[src/design/flvds_pkg.sv]
// Shared constants, types and helpers of the flat panel differential transmitter.
package flvds_pkg;

	// System clock and the permitted link (dot clock) range, in kHz.
	localparam int CLK_KHZ      = 100000;
	localparam int LINK_MIN_KHZ = 25000;
	localparam int LINK_MAX_KHZ = 112000;

	// Dot period limits in system clock cycles; the shortest never below one cycle.
	localparam int                PERIOD_W       = 8;
	localparam logic [PERIOD_W-1:0] PERIOD_MAX_CYC = PERIOD_W'(CLK_KHZ / LINK_MIN_KHZ);
	localparam logic [PERIOD_W-1:0] PERIOD_MIN_CYC =
		PERIOD_W'((CLK_KHZ / LINK_MAX_KHZ) < 1 ? 1 : (CLK_KHZ / LINK_MAX_KHZ));

	// Serial slot layout.
	localparam int         WORD_W      = 7;
	localparam logic [2:0] LAST_SLOT   = 3'h6;
	localparam logic [9:0] SHIFT_STEP  = 10'h007;
	localparam logic [6:0] CLK_PATTERN = 7'h63;

	// Pair numbering on the serial outputs.
	localparam int NUM_PAIRS = 10;
	localparam int LANES     = 4;
	localparam int LANE_A0   = 0;
	localparam int LANE_A3   = 3;
	localparam int LANE_CLKA = 4;
	localparam int LANE_B0   = 5;
	localparam int LANE_B3   = 8;
	localparam int LANE_CLKB = 9;

	// Panel timing word fields.
	localparam int TMG_HACT_LSB   = 0;
	localparam int TMG_HSYNC_LSB  = 12;
	localparam int TMG_HBLANK_LSB = 22;

	// Pixel word: red, green, blue from the top.
	localparam int PIX_W   = 24;
	localparam int RED_LSB = 16;
	localparam int GRN_LSB = 8;
	localparam int BLU_LSB = 0;

	typedef logic [LANES-1:0][WORD_W-1:0] flvds_chan_t;

	typedef enum logic [0:0] {PAIR_A, PAIR_B} flvds_pair_t;

	typedef struct packed {
		logic                  port_en;
		logic                  lock;
		logic [31:0]           tmg;
		logic [23:0]           src_size;
		logic                  legacy;
		logic                  dot_lvl;
		logic [PIX_W+2:0]      pix_prev;
		logic [PERIOD_W-1:0]   per_cnt;
		logic [PERIOD_W-1:0]   period;
		logic [9:0]            acc;
		logic [2:0]            slot;
		flvds_pair_t           pair;
		logic                  de_prev;
		flvds_chan_t           hold;
		flvds_chan_t           ready_a;
		flvds_chan_t           ready_b;
		logic [NUM_PAIRS-1:0]  pwr;
		logic                  rate_ok;
		logic                  tmg_err;
		logic                  shift;
		logic                  load;
	} flvds_top_t;

	typedef struct packed {
		logic [NUM_PAIRS-1:0][WORD_W-1:0] sh;
		logic [NUM_PAIRS-1:0]             bits;
	} flvds_shf_t;

	localparam flvds_top_t TOP_RESET      = '0;
	localparam flvds_shf_t SHF_RESET      = '0;
	localparam logic [31:0] TMG_RESET      = 32'h0000_0000;
	localparam logic [23:0] SRC_SIZE_RESET = 24'h00_0000;

	// Packs one pixel into four seven-slot words; slot 0 is bit 6.
	function automatic flvds_chan_t flvds_pack(input logic [PIX_W-1:0] pix,
		input logic hs, input logic vs, input logic de, input logic deep);
		logic [5:0] r6;
		logic [5:0] g6;
		logic [5:0] b6;
		flvds_chan_t w;
		r6 = pix[RED_LSB+2 +: 6];
		g6 = pix[GRN_LSB+2 +: 6];
		b6 = pix[BLU_LSB+2 +: 6];
		w[0] = {g6[0], r6};
		w[1] = {b6[1:0], g6[5:1]};
		w[2] = {de, vs, hs, b6[5:2]};
		w[3] = deep ? {1'b0, pix[BLU_LSB +: 2], pix[GRN_LSB +: 2], pix[RED_LSB +: 2]} : 7'h00;
		return w;
	endfunction

endpackage

[src/design/flvds_ser_if.sv]
// Parallel-to-serial hand-off between the transmitter core and its shifter.
`timescale 1ns/1ns
interface flvds_ser_if;
	logic                                                  load;
	logic                                                  shift;
	logic [flvds_pkg::NUM_PAIRS-1:0][flvds_pkg::WORD_W-1:0] words;
	logic [flvds_pkg::NUM_PAIRS-1:0]                       bits;

	modport core (output load, output shift, output words, input bits);
	modport shifter (input load, input shift, input words, output bits);
endinterface

[src/design/flvds_tx.sv]
// Flat panel differential transmitter: pixel capture, pairing, rate generation, power.
//
// Functional notes
// - Colour depth of 6 or 8 bits, and single or dual channel, are configurable.
// - One pixel is taken on every rising edge of the dot clock.
// - Serial bit rate is a fixed multiple of dot clock, set by channel mode.
// - Single channel sends 18 or 24 colour bits plus three timing bits on three or four pairs.
// - Dual channel sends 36 or 48 colour bits plus timing on six or eight pairs.
// - The dot clock must lie between 25 MHz and 112 MHz.
// - Locked panel timing ignores further writes until the lock is released.
// - After locking, modes change only through source size or legacy graphics.
// - Sync and enable timing keep flowing unbroken through any mode change.
// - Each pair can be powered down individually and then sits in low power.
// - A cleared port enable puts every pair in low power.
// - The power sequencer may override driver power states while sequencing.
// - Dual channel splits even and odd pixels; first active pixel goes to A.
// - Dual channel horizontal timings must lie on even pixel counts.
// - Each clock pair sends 1100011 once per load period, slot aligned.
// - Shift rate is 7x pixel rate single, 3.5x dual; load 1x or 0.5x.
`timescale 1ns/1ns
module flvds_tx
(
	// System clock and reset
	input  wire logic        CLOCK,
	input  wire logic        SYS_RST,
	// Pixel stream from the display pipe, on the dot clock
	input  wire logic        DOT_CLK,
	input  wire logic [23:0] PIX_DATA,
	input  wire logic        PIX_HSYNC,
	input  wire logic        PIX_VSYNC,
	input  wire logic        PIX_DISPLAY_ACTIVE_FLAG,
	// Port configuration
	input  wire logic        PORT_ENABLE,
	input  wire logic        CFG_DUAL_CHANNEL,
	input  wire logic        CFG_COLOR_8BIT,
	input  wire logic [9:0]  PAIR_PD_SEL,
	// Power sequencer override
	input  wire logic        SEQ_OVERRIDE_EN,
	input  wire logic        SEQ_IN_PROGRESS,
	input  wire logic        SEQ_DRIVERS_ON,
	// Panel timing and mode control
	input  wire logic        TMG_WR,
	input  wire logic [31:0] TMG_WR_DATA,
	input  wire logic        TMG_LOCK_SET,
	input  wire logic        TMG_LOCK_CLR,
	input  wire logic        SRC_SIZE_WR,
	input  wire logic [23:0] SRC_SIZE_DATA,
	input  wire logic        LEGACY_GFX_EN,
	// Serial pairs and their power state
	output wire logic [9:0]  LVDS_SERIAL,
	output wire logic [9:0]  PAIR_POWER_ON,
	// Status
	output wire logic [31:0] TMG_VALUE,
	output wire logic        TMG_LOCKED,
	output wire logic [23:0] ACTIVE_SRC_SIZE,
	output wire logic        HIGH_RESOLUTION_MODE,
	output wire logic        TMG_PARITY_ERR,
	output wire logic        LINK_RATE_OK
);

	////////////////////////////////////////////////////////////////////////////////
	// Synchronisers and shifter

	localparam int PW = flvds_pkg::PIX_W + 3;

	logic          dot_s2;
	logic          dot_s3;
	logic [PW-1:0] pix_s2;
	logic [PW-1:0] pix_s3;

	flvds_sync3 #(.W(1)) u_dot_sync
	(
		.clk    (CLOCK),
		.rst    (SYS_RST),
		.din    (DOT_CLK),
		.stage2 (dot_s2),
		.stage3 (dot_s3)
	);

	flvds_sync3 #(.W(PW)) u_pix_sync
	(
		.clk    (CLOCK),
		.rst    (SYS_RST),
		.din    ({PIX_DISPLAY_ACTIVE_FLAG, PIX_VSYNC, PIX_HSYNC, PIX_DATA}),
		.stage2 (pix_s2),
		.stage3 (pix_s3)
	);

	flvds_ser_if ser ();

	flvds_shifter u_shifter
	(
		.clk (CLOCK),
		.rst (SYS_RST),
		.ser (ser.shifter)
	);

	////////////////////////////////////////////////////////////////////////////////
	// State

	flvds_pkg::flvds_top_t r;
	flvds_pkg::flvds_top_t n;

	logic                                                  dot_rise;
	logic [PW-1:0]                                         pix;
	flvds_pkg::flvds_chan_t                                packed_pix;
	logic [9:0]                                            sum;
	logic [9:0]                                            modulus;
	logic [9:0]                                            need;
	logic [flvds_pkg::NUM_PAIRS-1:0][flvds_pkg::WORD_W-1:0] words;

	always_comb
	begin
		n          = r;
		dot_rise   = 1'b0;
		pix        = r.pix_prev;
		packed_pix = '0;
		sum        = '0;
		modulus    = '0;
		need       = '0;
		words      = '0;
		n.shift    = 1'b0;
		n.load     = 1'b0;

		// Port enable follows its input one cycle later; reset leaves it clear.
		n.port_en = PORT_ENABLE;

		// Lock: setting wins when both arrive together.
		if (TMG_LOCK_SET)
			n.lock = 1'b1;
		else if (TMG_LOCK_CLR)
			n.lock = 1'b0;
		if (TMG_WR && !r.lock)
			n.tmg = TMG_WR_DATA;

		// Source size and legacy graphics stay writable; they never touch the stream.
		if (SRC_SIZE_WR)
			n.src_size = SRC_SIZE_DATA;
		n.legacy = LEGACY_GFX_EN;

		n.tmg_err = CFG_DUAL_CHANNEL & (r.tmg[flvds_pkg::TMG_HACT_LSB]
			| r.tmg[flvds_pkg::TMG_HSYNC_LSB] | r.tmg[flvds_pkg::TMG_HBLANK_LSB]);

		//////////////////////////////////////////////////////////////////////////
		// Dot clock edge: a change counts once stages two and three agree.
		if (dot_s2 == dot_s3)
			n.dot_lvl = dot_s3;
		dot_rise   = n.dot_lvl & ~r.dot_lvl;
		n.pix_prev = pix_s3;

		// Period measure between edges; a stopped dot clock saturates the count.
		if (dot_rise)
		begin
			n.per_cnt = '0;
			n.period  = (r.per_cnt == '1) ? r.per_cnt : r.per_cnt + 8'h01;
		end
		else if (r.per_cnt != '1)
		begin
			n.per_cnt = r.per_cnt + 8'h01;
		end
		n.rate_ok = (r.period >= flvds_pkg::PERIOD_MIN_CYC)
			&& (r.period <= flvds_pkg::PERIOD_MAX_CYC);

		//////////////////////////////////////////////////////////////////////////
		// Pixel capture: the word seen just before the edge is the pixel.
		packed_pix = flvds_pkg::flvds_pack(pix[flvds_pkg::PIX_W-1:0],
			pix[flvds_pkg::PIX_W], pix[flvds_pkg::PIX_W+1], pix[flvds_pkg::PIX_W+2],
			CFG_COLOR_8BIT);
		if (dot_rise)
		begin
			n.de_prev = pix[flvds_pkg::PIX_W+2];
			if (!CFG_DUAL_CHANNEL)
			begin
				n.ready_a = packed_pix;
				n.ready_b = '0;
				n.pair    = flvds_pkg::PAIR_A;
			end
			else if (pix[flvds_pkg::PIX_W+2] && !r.de_prev)
			begin
				// A half-filled pair at the start of active video is dropped.
				n.hold = packed_pix;
				n.pair = flvds_pkg::PAIR_B;
			end
			else
			begin
				case (r.pair)
					flvds_pkg::PAIR_A:
					begin
						n.hold = packed_pix;
						n.pair = flvds_pkg::PAIR_B;
					end
					flvds_pkg::PAIR_B:
					begin
						n.ready_a = r.hold;
						n.ready_b = packed_pix;
						n.pair    = flvds_pkg::PAIR_A;
					end
					default:
					begin
						n.pair = flvds_pkg::PAIR_A;
					end
				endcase
			end
		end

		//////////////////////////////////////////////////////////////////////////
		// Shift enables: seven per load period, spread evenly by an accumulator.
		// The load period is one dot period single, two dot periods dual.
		modulus = CFG_DUAL_CHANNEL ? {1'b0, r.period, 1'b0} : {2'b00, r.period};
		sum     = r.acc + flvds_pkg::SHIFT_STEP;
		if (r.period != '0)
		begin
			if (sum >= modulus)
			begin
				n.acc   = sum - modulus;
				n.shift = 1'b1;
				if (r.slot == flvds_pkg::LAST_SLOT)
					n.slot = '0;
				else
					n.slot = r.slot + 3'h1;
				n.load = (r.slot == flvds_pkg::LAST_SLOT);
			end
			else
			begin
				n.acc = sum;
			end
		end

		//////////////////////////////////////////////////////////////////////////
		// Pair power: needed lanes by mode, then selections, override and enable.
		for (int i = 0; i < flvds_pkg::LANES - 1; i++)
		begin
			need[flvds_pkg::LANE_A0+i] = 1'b1;
			need[flvds_pkg::LANE_B0+i] = CFG_DUAL_CHANNEL;
		end
		need[flvds_pkg::LANE_A3]   = CFG_COLOR_8BIT;
		need[flvds_pkg::LANE_B3]   = CFG_COLOR_8BIT & CFG_DUAL_CHANNEL;
		need[flvds_pkg::LANE_CLKA] = 1'b1;
		need[flvds_pkg::LANE_CLKB] = CFG_DUAL_CHANNEL;
		if (!r.port_en)
			n.pwr = '0;
		else if (SEQ_OVERRIDE_EN && SEQ_IN_PROGRESS)
			n.pwr = {flvds_pkg::NUM_PAIRS{SEQ_DRIVERS_ON}};
		else
			n.pwr = need & ~PAIR_PD_SEL;

		//////////////////////////////////////////////////////////////////////////
		// Words for the next load; a powered-down pair sends zeros.
		for (int i = 0; i < flvds_pkg::LANES; i++)
		begin
			words[flvds_pkg::LANE_A0+i] = r.pwr[flvds_pkg::LANE_A0+i] ? r.ready_a[i] : '0;
			words[flvds_pkg::LANE_B0+i] = r.pwr[flvds_pkg::LANE_B0+i] ? r.ready_b[i] : '0;
		end
		words[flvds_pkg::LANE_CLKA] = r.pwr[flvds_pkg::LANE_CLKA] ? flvds_pkg::CLK_PATTERN : '0;
		words[flvds_pkg::LANE_CLKB] = r.pwr[flvds_pkg::LANE_CLKB] ? flvds_pkg::CLK_PATTERN : '0;
	end

	// Mode writes never reset the shift engine, so timing bits keep flowing.
	always_ff @(posedge CLOCK)
	begin
		if (SYS_RST)
			r <= flvds_pkg::TOP_RESET;
		else
			r <= n;
	end

	////////////////////////////////////////////////////////////////////////////////
	// Outputs

	assign ser.load  = r.load;
	assign ser.shift = r.shift;
	assign ser.words = words;

	assign LVDS_SERIAL          = ser.bits;
	assign PAIR_POWER_ON        = r.pwr;
	assign TMG_VALUE            = r.tmg;
	assign TMG_LOCKED           = r.lock;
	assign ACTIVE_SRC_SIZE      = r.src_size;
	assign HIGH_RESOLUTION_MODE = ~r.legacy;
	assign TMG_PARITY_ERR       = r.tmg_err;
	assign LINK_RATE_OK         = r.rate_ok;

endmodule // flvds_tx

[src/design/flvds_sync3.sv]
// Three-stage synchroniser for inputs from outside the system clock domain.
`timescale 1ns/1ns
module flvds_sync3
#(
	parameter int W = 1
)
(
	// Clock and reset
	input  wire logic         clk,
	input  wire logic         rst,
	// Asynchronous input
	input  wire logic [W-1:0] din,
	// Second and third stages
	output wire logic [W-1:0] stage2,
	output wire logic [W-1:0] stage3
);

	typedef struct packed {
		logic [W-1:0] s1;
		logic [W-1:0] s2;
		logic [W-1:0] s3;
	} flvds_sync_t;

	flvds_sync_t r;
	flvds_sync_t n;

	always_comb
	begin
		n.s1 = din;
		n.s2 = r.s1;
		n.s3 = r.s2;
	end

	always_ff @(posedge clk)
	begin
		if (rst)
			r <= '0;
		else
			r <= n;
	end

	assign stage2 = r.s2;
	assign stage3 = r.s3;

endmodule // flvds_sync3

[src/design/flvds_shifter.sv]
// Seven-slot parallel-to-serial shifter for all ten differential pairs.
`timescale 1ns/1ns
module flvds_shifter
(
	// Clock and reset
	input wire logic     clk,
	input wire logic     rst,
	// Words in, serial bits out
	flvds_ser_if.shifter ser
);

	flvds_pkg::flvds_shf_t r;
	flvds_pkg::flvds_shf_t n;

	// A load is also the shift of slot 0, so the word's first bit leaves at once.
	always_comb
	begin
		n = r;
		if (ser.shift)
		begin
			for (int i = 0; i < flvds_pkg::NUM_PAIRS; i++)
			begin
				if (ser.load)
				begin
					n.bits[i] = ser.words[i][flvds_pkg::WORD_W-1];
					n.sh[i]   = {ser.words[i][flvds_pkg::WORD_W-2:0], 1'b0};
				end
				else
				begin
					n.bits[i] = r.sh[i][flvds_pkg::WORD_W-1];
					n.sh[i]   = {r.sh[i][flvds_pkg::WORD_W-2:0], 1'b0};
				end
			end
		end
	end

	always_ff @(posedge clk)
	begin
		if (rst)
			r <= flvds_pkg::SHF_RESET;
		else
			r <= n;
	end

	assign ser.bits = r.bits;

endmodule // flvds_shifter

[config.mk]
export PLATFORM = sky130hd
export DESIGN_NAME = flvds_tx
export DESIGN_NICKNAME = d
export VERILOG_FILES = /design/src/design/flvds_pkg.sv /design/src/design/flvds_ser_if.sv /design/src/design/flvds_tx.sv /design/src/design/flvds_sync3.sv /design/src/design/flvds_shifter.sv
export SDC_FILE = /design/constraint.sdc
export NUM_CORES = 1
export LEC_CHECK = 0
export BUFFER_PORTS_ARGS = -buffer_cell sky130_fd_sc_hd__buf_4
export CAP_MARGIN = 20
export CORE_MARGIN = 10
export CORE_UTILIZATION = 62
export CTS_CLUSTER_DIAMETER = 100
export DETAILED_ROUTE_END_ITERATION = 10
export PLACE_DENSITY = 0.95
export SLEW_MARGIN = 20
export SYNTH_ARGS = -nofsm -noshare
export SYNTH_HDL_FRONTEND = slang
export SYNTH_SLANG_ARGS = --single-unit
[constraint.sdc]
create_clock -name CLOCK -period 7 [get_ports CLOCK]
set_clock_uncertainty 0.15 [all_clocks]
set_input_delay 0.7 -clock CLOCK [delete_from_list [all_inputs] [get_ports CLOCK]]
set_output_delay 0.7 -clock CLOCK [all_outputs]
set_load 0.01 [all_outputs]
==> impl_metrics.tcl <==
set metrics [dict create \
    vias_per_cell 5.65 \
    htree_num_levels 2 \
    netlist_instances 1569 \
    drt_wl_total_um 31900 \
    grt_antenna_before_repair 0 \
    io_pins 187 \
    synth_top_area_frac 0.518 \
    synth.most_common_cell "dfxtp_1" \
    clock-sinks 367 \
    fin_area_um2 16300 \
    cts-resized-gates 0 \
    post_cts_buffers 0 \
    cts_buffers 37 \
    rsz0062_at_grt "false" \
    finalNonFillerCells 1930 \
    startpoint_type "flip-flop" \
    arrival_ns 3.85 \
    worstPathRequired_ns 7.28 \
    grt_pass1_vias 10662 \
    ys_seq_area_frac 0.518 \
    path_class "reg2reg" \
    fin_crit_sh 0.511 \
    hp-class "in2reg" \
    regToRegSetupSlack_ns 3.43 \
    antenna_cells 0 \
    syn-num-nets 1688 \
    nNetsFinal 1737 \
    root_buffer "clkbuf_16" \
    drt_iter0_markers 995 \
    syn-mean-instance-area_um2 9.05 \
    die_width_um 171 \
    post-route-drc-count 0 \
    fp-row-count 55 \
    grt_max_degree 181 \
    finalCriticalPeriod_ns 3.57 \
    hpwlAfterDp_um 19900 \
    fmax_mhz 280 \
    outcome "finished, final reports clean" \
    path_clk_slew_ns 0.06 \
    dpl_cell_area_um2 15000 \
    coreArea_um2 22600 \
    num_vias 10912 \
    placed_cells 1864 \
    drive_above_1_share 0.157 \
    finalHoldViolCount 0 \
    power.density_nw_per_um2 271 \
    cap_violations 0 \
    ctsHoldBuffers 0 \
    worstSkewPairLatency_ns 0.51 \
    wire_per_inst_um 16.5 \
    io_buffers 186 \
    cp_max_fo 23 \
    die_area_um2 29300 \
    p_leak_nw 6.13 \
    die_height_um 171 \
    synth_area_um2 14200 \
    synth_enable_flop_cells 0 \
    synth_top_area_cell "dfxtp_1" \
    p_total_mw 4.42 \
    start_util 0.629 \
    drtPass1Iterations 5 \
    maxSlewHeadroom 0.231 \
    setup_viol 0 \
    yosysUniqueCellTypes 48 \
    clockBufferDepth 3 \
    ys_ff_latch 367 \
    ant_nets 0 \
    async_reset_ff_frac 0 \
    grt_overflow 0 \
    synth_common_cells "367 x dfxtp_1, 175 x nand2_1, 136 x nor2_1, 135 x a21oi_1, 116 x nor2b_1" \
    drv_slew 0 \
    gp_congestion 0.813 \
    grt_util_all_layers 0.206 \
    synthTopCellsByArea "dfxtp_1 52%, nor2b_1 5.1%, a21oi_1 4.8%, nand2_1 4.6%, mux2i_1 4.4%" \
    max_slew.worst_pin.slew_ns 1.15 \
    grt_pass1_wl_um 50800 \
    endpoint_kind "flip-flop" \
    synth_ff_type "dfxtp_1" \
    area_growth_pct 15.0 \
    ir_drop_v 0.000187 \
    cts_tree "done" \
    yosysWarnings 0 \
    fin_tns_setup_ns 0 \
]
-- state kept, by name, summed over array words and instances (netlist names) --
register            cells
u_dot_sync.n            1
u_shifter.ser.bits     10
TMG_PARITY_ERR          1
ser.load                1
r                     115
u_pix_sync.n           27
u_shifter.r            60
TMG_LOCKED              1
u_pix_sync.stage3      27
pix                    27
ser.shift               1
u_dot_sync.stage2       1
PAIR_POWER_ON          10
TMG_VALUE              32
u_pix_sync.stage2      27
LINK_RATE_OK            1
u_dot_sync.stage3       1
ACTIVE_SRC_SIZE        24
-- cells by family (layout without fill, tap and decap cells) --
group | after synthesis | count (layout) | synth area share
flip-flops | 367 | 367 | 0.518
XOR/XNOR | 20 | 20 | 0.0133
AND/OR/NAND/NOR | 648 | 648 | 0.225
multiplexers | 62 | 62 | 0.0437
buffers and inverters | 198 | 274 | 0.0730
adder cells (fa/ha/maj) | 12 | 12 | 0.0111
AO/OA/AOI/OAI | 262 | 262 | 0.116
-- cell usage in the layout (no fill, tap or decap), types with 3 or more instances in the layout --
cell type  Yosys  routed
nand2b_1      72      71
nand2_1      175     175
clkbuf_8       0       8
inv_1         14      14
a21oi_1      135     135
nor4_1         5       5
nand4_1       20      20
nand4b_1       3       3
nor3_1        14      14
nand3_1       82      82
a21o_1         4       4
a31oi_1        4       4
clkbuf_1      89      12
a211oi_1      37      37
o21a_1         5       5
xor2_1         7       7
mux2i_1       62      62
nand3b_1      10      10
a311oi_1      48      48
xnor2_1       12      12
dfxtp_1      367     365
buf_4         77     193
nor2b_1      116     115
o21ai_1        4       4
o21ai_0       13      13
ha_1          11      11
bufinv_16      0       3
nor2_1       136     135
o31ai_1        3       3
clkbuf_16      0      40
-- metal layers --
metal	up-vias	GRT usage	share of wire
li1	5342	-	-
met3	75	0.0465	0.075
met4	0	0.0783	0.027
met5	-	0	0
met1	5107	0.246	0.41
met2	388	0.354	0.49
-- power by group --
part / internal (mW) / leakage (nW) / switching [mW]
registers: 2.14 / 2.99 / 0.0273
logic: 0.115 / 2.53 / 0.128
clock network: 1.24 / 0.619 / 0.771
-- final timing paths --
kind,start,to,depth (start not counted)
min,PAIR_PD_SEL[4],PAIR_POWER_ON[4]$_SDFF_PP0_,2
min reg2reg,u_pix_sync.stage3[15]$_SDFF_PP0_,pix[15]$_SDFF_PP0_,1
max,r[103]$_SDFFE_PP0N_,r[102]$_SDFFE_PP0P_,13
max reg2reg,r[103]$_SDFFE_PP0N_,r[102]$_SDFFE_PP0P_,13
-- layout make-up --
type	count	area [um^2]
Timing Repair Buffer	194	1460
Sequential cell	367	7350
Inverter	14	52.6
Clock inverter	6	109
Clock buffer	60	1160
Fill cell	1543	6250
Tap cell	285	357
Multi-Input combinational cell	1004	5830
-- per-stage QoR --
step           worst slack, ns   util  hold slack, ns
6_report                  3.43  0.723           0.218
5_1_grt                   3.11  0.723           0.203
4_1_cts                   3.48  0.723           0.203
3_5_place_dp              3.00  0.667           0.272
3_3_place_gp              3.11  0.667           0.267
2_1_floorplan             3.68      -           0.264
-- worst max-delay path, cell delays in order, from the launching register on --
cell and delay (ns):
dfxtp_1 0.41, inv_1 0.07, ha_1 0.23, nand2b_1 0.13, nand4_1 0.25, xnor2_1 0.21
ha_1 0.35, nand4_1 0.14, a311oi_1 0.36, a21oi_1 0.14, nand3b_2 0.40, nand3_1 0.15
or3b_1 0.37, a21oi_1 0.13
(Power assumes the default switching activity.)
